<file path="config.mk">
export PLATFORM = sky130hd
export DESIGN_NAME = reset_source_controller
export DESIGN_NICKNAME = d
export VERILOG_FILES = /design/src/hw/reset_ctrl_pkg.sv /design/src/hw/reset_source_controller.sv
export SDC_FILE = /design/constraint.sdc
export NUM_CORES = 1
export LEC_CHECK = 0
export CORE_ASPECT_RATIO = 0.8
export CORE_MARGIN = 2
export CORE_UTILIZATION = 35
export CTS_BUF_LIST = sky130_fd_sc_hd__clkbuf_4 sky130_fd_sc_hd__clkbuf_8
export DETAILED_ROUTE_END_ITERATION = 8
export DONT_BUFFER_PORTS = 1
export GPL_TIMING_DRIVEN = 0
export SYNTH_ARGS = -nofsm -noshare
export SYNTH_HDL_FRONTEND = slang
export SYNTH_SLANG_ARGS = --single-unit
</file>
<file path="constraint.sdc">
create_clock -name ref_clk_in -period 6.49 [get_ports ref_clk_in]
set_input_delay 0.649 -clock ref_clk_in [delete_from_list [all_inputs] [get_ports ref_clk_in]]
set_output_delay 0.649 -clock ref_clk_in [all_outputs]
set_load 0.05 [all_outputs]
</file>
<file path="src/hw/reset_ctrl_pkg.sv">
package reset_ctrl_pkg;

   // Register word addresses
   localparam logic [7:0] BYTE_TEST_ADDR    = 8'h64;
   localparam logic [7:0] HARDWARE_CONFIG_REG_ADDR       = 8'h74;
   localparam logic [7:0] POWER_MGMT_CONTROL_REG_ADDR     = 8'h84;
   localparam logic [7:0] EEPROM_COMMAND_REG_ADDR      = 8'hB0;
   localparam logic [7:0] PHY_BCR_ADDR      = 8'hC0;
   localparam logic [7:0] SCRATCH_ADDR      = 8'hC4;

   // Field positions
   localparam int SOFT_RESET_BIT  = 0;
   localparam int HARDWARE_CONFIG_REG_KEEP_LO  = 16;   // Bits 31:16 survive soft reset
   localparam int PMT_READY_BIT   = 0;
   localparam int PMT_MODE_LO     = 12;
   localparam int PMT_PHY_RST_BIT = 10;
   localparam int PHY_BCR_RST_BIT = 15;
   localparam int E2P_BUSY_BIT    = 31;

   // Reset values
   localparam logic [31:0] HARDWARE_CONFIG_REG_RESET  = 32'h0000_0000;
   localparam logic [31:0] SCRATCH_RESET = 32'h0000_0000;
   localparam logic [15:0] PHY_BCR_RESET = 16'h3000;

   // Timing, at a 20 MHz clock
   localparam int CLK_MHZ       = 20;
   localparam int POR_TIME_MS   = 22;
   localparam int WAKE_TIME_US  = 1000;   // Well inside the 2 ms bound
   localparam int SOFT_RESET_BIT_TIME_US  = 2;
   localparam int PHYRST_TIME_US = 100;
   localparam int PHYBCR_TIME_US = 50;
   localparam int EEPROM_TIME_US = 20;
   localparam int POR_CYCLES    = POR_TIME_MS * 1000 * CLK_MHZ;
   localparam int WAKE_CYCLES   = WAKE_TIME_US * CLK_MHZ;
   localparam int SOFT_RESET_BIT_CYCLES   = SOFT_RESET_BIT_TIME_US * CLK_MHZ;
   localparam int PHYRST_CYCLES = PHYRST_TIME_US * CLK_MHZ;
   localparam int PHYBCR_CYCLES = PHYBCR_TIME_US * CLK_MHZ;
   localparam int EEPROM_CYCLES = EEPROM_TIME_US * CLK_MHZ;

   // Power states
   typedef enum logic [1:0] {
      PM_D0 = 2'b00,
      PM_D1 = 2'b01,
      PM_D2 = 2'b10
   } pm_state_t;

endpackage : reset_ctrl_pkg

</file>
<file path="src/hw/reset_source_controller.sv">
// Added by the designer: the address map and the address-and-strobe port.
`timescale 1ns/100ps
// Summary of operation
// - Five reset sources: power-on, pin, soft bit, PHY bit, PHY control bit.
// - Power-on holds the internal reset for about 22 ms.
// - Ready reads 0 until power-on reset and the core and PHY resets it starts have ended, then goes high.
// - Pin low resets the device; ready reads 0 until that reset ends.
// - Writing the byte test register wakes the device; ready within 2 ms.
// - Soft reset bit 0 self-clears after about 2 us.
// - Soft reset spares exempt bits and the host bus interface.
// - PHY reset bit 10 self-clears after about 100 us.
// - PHY control bit 15 self-clears when the PHY reset completes.
// - Power-on, pin and soft reset start an EEPROM presence check.
module reset_source_controller #(
   parameter int POR_CYCLES  = reset_ctrl_pkg::POR_CYCLES,
   parameter int WAKE_CYCLES = reset_ctrl_pkg::WAKE_CYCLES
) (
   // Clock and reset
   input  wire logic        ref_clk_in,
   input  wire logic        arst_n_in,
   // External reset pin
   input  wire logic        hw_reset_pin_n_in,
   // EEPROM presence
   input  wire logic        eeprom_present_in,
   // Register port
   input  wire logic [7:0]  addr_in,
   input  wire logic [31:0] wdata_in,
   input  wire logic        wr_in,
   input  wire logic        rd_in,
   output logic      [31:0] rdata_out,
   // Reset and status outputs to the rest of the chip
   output logic             core_reset_out,
   output logic             phy_reset_out,
   output logic             eeprom_loading_out,
   output logic             ready_out
);

   localparam int CW = 20;

   // Whole module state
   typedef struct packed {
      logic [CW-1:0]         por_cnt;
      logic                  por_done;
      logic [CW-1:0]         core_cnt;
      logic                  core_busy;
      logic [CW-1:0]         phy_cnt;
      logic                  phy_rst_bit;
      logic                  phy_bcr_rst;
      logic [CW-1:0]         ee_cnt;
      logic                  ee_busy;
      logic                  ee_found;
      logic [CW-1:0]         wake_cnt;
      logic                  waking;
      reset_ctrl_pkg::pm_state_t pm_mode;
      logic                  read_seen;
      logic [31:0]           hardware_config_reg;
      logic [15:0]           phy_bcr;
      logic [31:0]           scratch;
      logic [31:0]           rdata;
      logic                  pin_q;
   } state_t;

   state_t st_reg;
   state_t st_next;
   logic   ready;

   // Counter load value, truncated to the counter width
   function automatic logic [CW-1:0] load_cnt(input int cycles);
      load_cnt = CW'(cycles - 1);
   endfunction : load_cnt

   // All timers but the EEPROM check idle, no source asserted, mode D0
   assign ready = st_reg.por_done && !st_reg.core_busy && !st_reg.phy_rst_bit
                  && !st_reg.phy_bcr_rst && !st_reg.waking && st_reg.pin_q
                  && st_reg.pm_mode == reset_ctrl_pkg::PM_D0;

   // Next-state logic
   always_comb
   begin
      logic wr_ok;
      logic start_core;
      wr_ok      = 1'b0;
      start_core = 1'b0;
      st_next    = st_reg;
      st_next.pin_q = hw_reset_pin_n_in;
      st_next.rdata = 32'h0000_0000;

      // Power-on timer
      if (!st_reg.por_done)
      begin
         if (st_reg.por_cnt == '0)
         begin
            st_next.por_done = 1'b1;
            start_core       = 1'b1;
         end
         else
         begin
            st_next.por_cnt = st_reg.por_cnt - CW'(1);
         end
      end

      // Reset pin low: load register reset values, restart the sequence on release
      if (!st_reg.pin_q && st_reg.por_done)
      begin
         st_next.hardware_config_reg    = reset_ctrl_pkg::HARDWARE_CONFIG_REG_RESET;
         st_next.scratch   = reset_ctrl_pkg::SCRATCH_RESET;
         st_next.phy_bcr   = reset_ctrl_pkg::PHY_BCR_RESET;
         st_next.pm_mode   = reset_ctrl_pkg::PM_D0;
         st_next.read_seen = 1'b0;
         st_next.waking    = 1'b0;
      end
      if (st_reg.pin_q == 1'b0 && hw_reset_pin_n_in && st_reg.por_done)
      begin
         start_core = 1'b1;
      end

      // Soft reset countdown
      if (st_reg.core_busy)
      begin
         if (st_reg.core_cnt == '0)
         begin
            st_next.core_busy = 1'b0;
            st_next.hardware_config_reg[reset_ctrl_pkg::SOFT_RESET_BIT] = 1'b0;
         end
         else
         begin
            st_next.core_cnt = st_reg.core_cnt - CW'(1);
         end
      end

      // EEPROM presence check
      if (st_reg.ee_busy)
      begin
         if (st_reg.ee_cnt == '0)
         begin
            st_next.ee_busy  = 1'b0;
            st_next.ee_found = eeprom_present_in;
         end
         else
         begin
            st_next.ee_cnt = st_reg.ee_cnt - CW'(1);
         end
      end

      // PHY reset countdown, shared by both PHY sources
      if (st_reg.phy_rst_bit || st_reg.phy_bcr_rst)
      begin
         if (st_reg.phy_cnt == '0)
         begin
            st_next.phy_rst_bit = 1'b0;
            st_next.phy_bcr_rst = 1'b0;
            st_next.phy_bcr[reset_ctrl_pkg::PHY_BCR_RST_BIT] = 1'b0;
         end
         else
         begin
            st_next.phy_cnt = st_reg.phy_cnt - CW'(1);
         end
      end

      // Wake timer
      if (st_reg.waking)
      begin
         if (st_reg.wake_cnt == '0)
         begin
            st_next.waking = 1'b0;
         end
         else
         begin
            st_next.wake_cnt = st_reg.wake_cnt - CW'(1);
         end
      end

      // Reads unlock writes
      if (rd_in && st_reg.por_done && st_reg.pin_q)
      begin
         st_next.read_seen = 1'b1;
         case (addr_in)
            reset_ctrl_pkg::BYTE_TEST_ADDR: st_next.rdata = 32'h8765_4321;
            reset_ctrl_pkg::HARDWARE_CONFIG_REG_ADDR:    st_next.rdata = st_reg.hardware_config_reg;
            reset_ctrl_pkg::POWER_MGMT_CONTROL_REG_ADDR:
            begin
               st_next.rdata[reset_ctrl_pkg::PMT_READY_BIT]   = ready;
               st_next.rdata[reset_ctrl_pkg::PMT_PHY_RST_BIT] = st_reg.phy_rst_bit;
               st_next.rdata[reset_ctrl_pkg::PMT_MODE_LO +: 2] = st_reg.pm_mode;
            end
            reset_ctrl_pkg::EEPROM_COMMAND_REG_ADDR:
            begin
               st_next.rdata[reset_ctrl_pkg::E2P_BUSY_BIT] = st_reg.ee_busy;
               st_next.rdata[0] = st_reg.ee_found;
            end
            reset_ctrl_pkg::PHY_BCR_ADDR:   st_next.rdata = {16'h0000, st_reg.phy_bcr};
            reset_ctrl_pkg::SCRATCH_ADDR:   st_next.rdata = st_reg.scratch;
            default:                        st_next.rdata = 32'h0000_0000;
         endcase
      end

      // Writes, only once a read has been seen
      wr_ok = wr_in && st_reg.read_seen && st_reg.pin_q && st_reg.por_done;
      if (wr_ok && st_reg.pm_mode != reset_ctrl_pkg::PM_D0)
      begin
         if (addr_in == reset_ctrl_pkg::BYTE_TEST_ADDR)
         begin
            st_next.pm_mode  = reset_ctrl_pkg::PM_D0;
            st_next.waking   = 1'b1;
            st_next.wake_cnt = load_cnt(WAKE_CYCLES);
            st_next.read_seen = 1'b0;
         end
      end
      else if (wr_ok && !st_reg.core_busy && !st_reg.waking)
      begin
         case (addr_in)
            reset_ctrl_pkg::HARDWARE_CONFIG_REG_ADDR:
            begin
               st_next.hardware_config_reg = wdata_in;
               if (wdata_in[reset_ctrl_pkg::SOFT_RESET_BIT])
               begin
                  start_core = 1'b1;
               end
            end
            reset_ctrl_pkg::POWER_MGMT_CONTROL_REG_ADDR:
            begin
               if (wdata_in[reset_ctrl_pkg::PMT_PHY_RST_BIT])
               begin
                  st_next.phy_rst_bit = 1'b1;
                  st_next.phy_cnt     = load_cnt(reset_ctrl_pkg::PHYRST_CYCLES);
               end
               if (wdata_in[reset_ctrl_pkg::PMT_MODE_LO +: 2] == 2'b01 ||
                   wdata_in[reset_ctrl_pkg::PMT_MODE_LO +: 2] == 2'b10)
               begin
                  st_next.pm_mode = reset_ctrl_pkg::pm_state_t'(
                     wdata_in[reset_ctrl_pkg::PMT_MODE_LO +: 2]);
               end
            end
            reset_ctrl_pkg::PHY_BCR_ADDR:
            begin
               st_next.phy_bcr = wdata_in[15:0];
               if (wdata_in[reset_ctrl_pkg::PHY_BCR_RST_BIT] && !st_reg.phy_rst_bit)
               begin
                  st_next.phy_bcr_rst = 1'b1;
                  st_next.phy_cnt     = load_cnt(reset_ctrl_pkg::PHYBCR_CYCLES);
               end
            end
            reset_ctrl_pkg::SCRATCH_ADDR:   st_next.scratch = wdata_in;
            default:                        st_next.scratch = st_reg.scratch;
         endcase
      end

      // Soft, pin or power-on completion starts a core reset pulse
      if (start_core)
      begin
         st_next.core_busy = 1'b1;
         st_next.core_cnt  = load_cnt(reset_ctrl_pkg::SOFT_RESET_BIT_CYCLES);
         st_next.ee_busy   = 1'b1;
         st_next.ee_cnt    = load_cnt(reset_ctrl_pkg::EEPROM_CYCLES);
         // Exempt fields and bus logic keep their value
         st_next.hardware_config_reg[reset_ctrl_pkg::HARDWARE_CONFIG_REG_KEEP_LO-1:1] = '0;
         st_next.phy_rst_bit = 1'b1;
         st_next.phy_cnt     = load_cnt(reset_ctrl_pkg::PHYRST_CYCLES);
      end
   end

   // State register
   always_ff @(posedge ref_clk_in or negedge arst_n_in)
   begin
      if (!arst_n_in)
      begin
         st_reg          <= '0;
         st_reg.por_cnt  <= load_cnt(POR_CYCLES);
         st_reg.phy_bcr  <= reset_ctrl_pkg::PHY_BCR_RESET;
         st_reg.hardware_config_reg   <= reset_ctrl_pkg::HARDWARE_CONFIG_REG_RESET;
         st_reg.scratch  <= reset_ctrl_pkg::SCRATCH_RESET;
         st_reg.pm_mode  <= reset_ctrl_pkg::PM_D0;
      end
      else
      begin
         st_reg <= st_next;
      end
   end

   // Outputs
   assign rdata_out          = st_reg.rdata;
   assign core_reset_out     = !st_reg.por_done || !st_reg.pin_q || st_reg.core_busy;
   assign phy_reset_out      = st_reg.phy_rst_bit || st_reg.phy_bcr_rst || !st_reg.por_done;
   assign eeprom_loading_out = st_reg.ee_busy;
   assign ready_out          = ready;

   // Checker helpers: cycles spent with the PHY reset bit set and in the wake timer
   logic [CW-1:0] phy_hold_reg;
   logic [CW-1:0] wake_hold_reg;
   always_ff @(posedge ref_clk_in or negedge arst_n_in)
   begin
      if (!arst_n_in)
      begin
         phy_hold_reg  <= '0;
         wake_hold_reg <= '0;
      end
      else
      begin
         phy_hold_reg  <= st_reg.phy_rst_bit ? phy_hold_reg + CW'(1) : '0;
         wake_hold_reg <= st_reg.waking ? wake_hold_reg + CW'(1) : '0;
      end
   end
endmodule : reset_source_controller

</file>
==> impl_metrics.csv <==
group,metric,value,unit
status,outcome,"finished, final reports clean",
sta,final.setup_skew,0.0364,ns
critical_path,cp_num_buf_inv,3,
global_routing,grt_first_pass_wirelength,46400,um
logic_synthesis,synth-seq-cells,223,
sta,worst_pin_slew,1.30,ns
critical_path,crit_fanout,10,
critical_path,crit_path_frequent_cell,"clkbuf_1",
routing,vias_per_cell,5.37,
critical_path,crit_path_top_delay_cell,"nor2_1",
logic_synthesis,synth_edf_count,0,
global_routing,grt_pass1_vias,8163,
sta,drv_slew,0,
clocking,post_cts_buffers,0,
sta,tns,0,ns
floorplan,num_io_pins,82,
logic_synthesis,yosysMostFrequentCell,"dfrtp_1",
logic_synthesis,yosysUniqueCellTypes,62,
floorplan,design.die.area,0.0319,mm2
logic_synthesis,synth_area_leader_cell,"dfrtp_1",
routing,drc,0,
routing,vias,8515,
clocking,clk_pin_slew_worst_paths,0.06,ns
critical_path,r2r_start,"st_reg[202]",
logic_synthesis,syn_nets,1153,
floorplan,start_util,0.353,
place,dp_cells,1514,
logic_synthesis,yosysSeqAreaShare,0.525,
clocking,root_buffer,"clkbuf_8",
pwr,p_leak,4.93,nW
critical_path,cp.depth,8,
clocking,cts_tree,"done",
worst_hold_path,hold_class,"in2async",
sta,min_period,3.52,ns
cells_and_area,largest_reg_flops,190,
sta,fmax,284,MHz
logic_synthesis,synth_top_area_frac,0.486,
clocking,htreeDepth,2,
global_routing,grt_overflow,0,
routing,detail-route-antenna-nets,0,
cells_and_area,fin_area,0.0121,mm2
logic_synthesis,synth_top_family_by_area,"simple AND/OR/NAND/NOR gates",
routing,first_pass_iters,5,
sta,holdWs,0.0645,ns
logic_synthesis,synth_area,0.0107,mm2
critical_path,regToRegSetupSlack,2.97,ns
place,dpl.hpwl,19700,um
sta,setup_viol,0,
sta,rsz0062_at_grt,"no",
logic_synthesis,ys_top_cells_by_area,"dfrtp_1 49%, nor2_1 5.0%, dfstp_2 3.9%, nand2_1 3.9%, xnor2_1 3.1%",
global_routing,grt_max_degree,223,
logic_synthesis,yosys_most_used_dff,"dfrtp_1",
logic_synthesis,synth-simple-area-share,0.228,
place,io_buffer_count,0,
run,drv_cap,0,
cells_and_area,fin_nets,1196,
pwr,power.density,260,mW/mm2
logic_synthesis,synth_compound_area_frac,0.127,
place,post_dp_cell_area,0.0112,mm2
logic_synthesis,avgSynthCellArea,9.68,um2
logic_synthesis,synth_commonest_cells,"207 x dfrtp_1, 141 x nor2_1, 112 x nand2_1",
cells_and_area,syn_to_final_growth,13.4,%
pwr,p_total,3.14,mW
floorplan,coreArea,0.0302,mm2
routing,drt_iter0_markers,795,
place,gp_congestion,0.849,
critical_path,end_kind,"flip-flop",
cells_and_area,layout-drive-gt1-share,0.122,
logic_synthesis,synthAdderAreaFrac,0.00704,
logic_synthesis,async_flop_share,1.00,
sta,hold_viol,0,
critical_path,worstPathCellList,"clkbuf_1 -> nor4bb_1 -> and3_1 -> clkbuf_1 -> nand2_1 -> nor2_1 -> clkbuf_1 -> a22o_1",
critical_path,reg2reg_to,"st_reg[51]",
critical_path,slowest_delay,0.65,ns
logic_synthesis,synthXorXnorAreaFrac,0.0583,
clocking,clk_latency,0.58,ns
global_routing,gr-usage-all-layers,0.187,
critical_path,rr_worst_depth,8,
logic_synthesis,synth_cells,1101,
clocking,numCtsBuffers,39,
clocking,clock-sinks,223,
critical_path,crit_arrival,4.01,ns
critical_path,worstPathRequired,6.98,ns
pwr,ir_drop,146,uV
critical_path,startpoint_type,"flip-flop",
logic_synthesis,muxShareOfSynthArea,0.00493,
clocking,cts_buffer_depth,3,
critical_path,worstSetupPathType,"reg2reg",
routing,wire_per_inst,18.5,um
cells_and_area,fin_cells,1587,
floorplan,die-width,199,um
global_routing,antenna_found_initial,2,
sta,final.period_utilization,0.543,
logic_synthesis,yosysWarnings,0,
routing,drt-total-wl,29400,um
floorplan,rows,57,
sta,maxSlewHeadroom,0.135,
floorplan,die_height,160,um
critical_path,critPathTopFamily,"simple AND/OR/NAND/NOR gates",
what timing repair did:
item	in CTS	in global routing
endpoints found under the setup margin	0	0
endpoints found under the hold margin	222	0
gates resized for setup	0	0
hold buffers	2	0
kinds of logic (layout without fill, tap and decap cells):
logic type,Yosys count,after routing
compound gates,203,203
xor+xnor,71,71
fa+ha+maj,6,6
buf+inv,105,177
flops,223,223
mux,5,5
other cells,0,1
simple gates,488,488
layout by cell type (no fill, tap or decap), drive strengths merged, types with 4 or more instances in the layout:
cell and instances:
nand2 112, and2 4, a22oi 22, nand4 10
a22o 17, buf 42, a222oi 11, dfstp 16
nor2 141, or2 9, o31ai 5, clkinv 4
clkbuf 110, nor4 26, nand3b 4, ha 6
nand4b 5, xor2 33, nand3 43, a21oi 64
dfrtp 207, a31oi 9, xnor2 38, nor3 44
or3 21, and3 8, nand2b 12, inv 17
o2111ai 5, o21ai 37, o211ai 13, or4 19
nor4b 9, nor3b 7
final cells by class:
type,instances,area [um2]
fillers,3038,18100
flip-flops and latches,223,5600
multi-input cells,773,4540
clock buffers,61,739
well taps,413,517
plain buffers,90,470
clock inverters,9,128
inverters,15,56.3
repair buffers,2,37.5
diodes,1,2.50
stage by stage:
step / setup slack [ns] / utilization
final: 2.97 / 0.401
after global routing: 2.74 / 0.401
after CTS: 3.07 / 0.400
after detailed placement: 2.74 / 0.370
after global placement: 2.77 / 0.370
after floorplan: 3.86 / -
power by group:
part	leakage, nW	total (mW)	switching (mW)	internal (mW)
logic	1.61	0.215	0.137	0.0774
registers	2.86	1.48	0.0456	1.44
clock network	0.464	1.45	0.601	0.847
worst max-delay path by stage:
stage	startpoint	endpoint	slack, ns
floorplan	st_reg[161]	st_reg[170]	3.86
global placement	addr_in[1]	st_reg[56]	2.77
detailed placement	addr_in[1]	st_reg[56]	2.74
CTS	st_reg[202]	st_reg[56]	3.07
global route	st_reg[202]	st_reg[95]	2.74
finish	st_reg[202]	st_reg[51]	2.97
layer usage:
metal	vias to the layer above	GRT usage	wire (um)
met5	-	0	0
met4	0	0.0509	583
met3	44	0.0682	3000
met2	255	0.261	12200
met1	4236	0.271	13600
li1	3980	-	-
(Power assumes the default switching activity.)
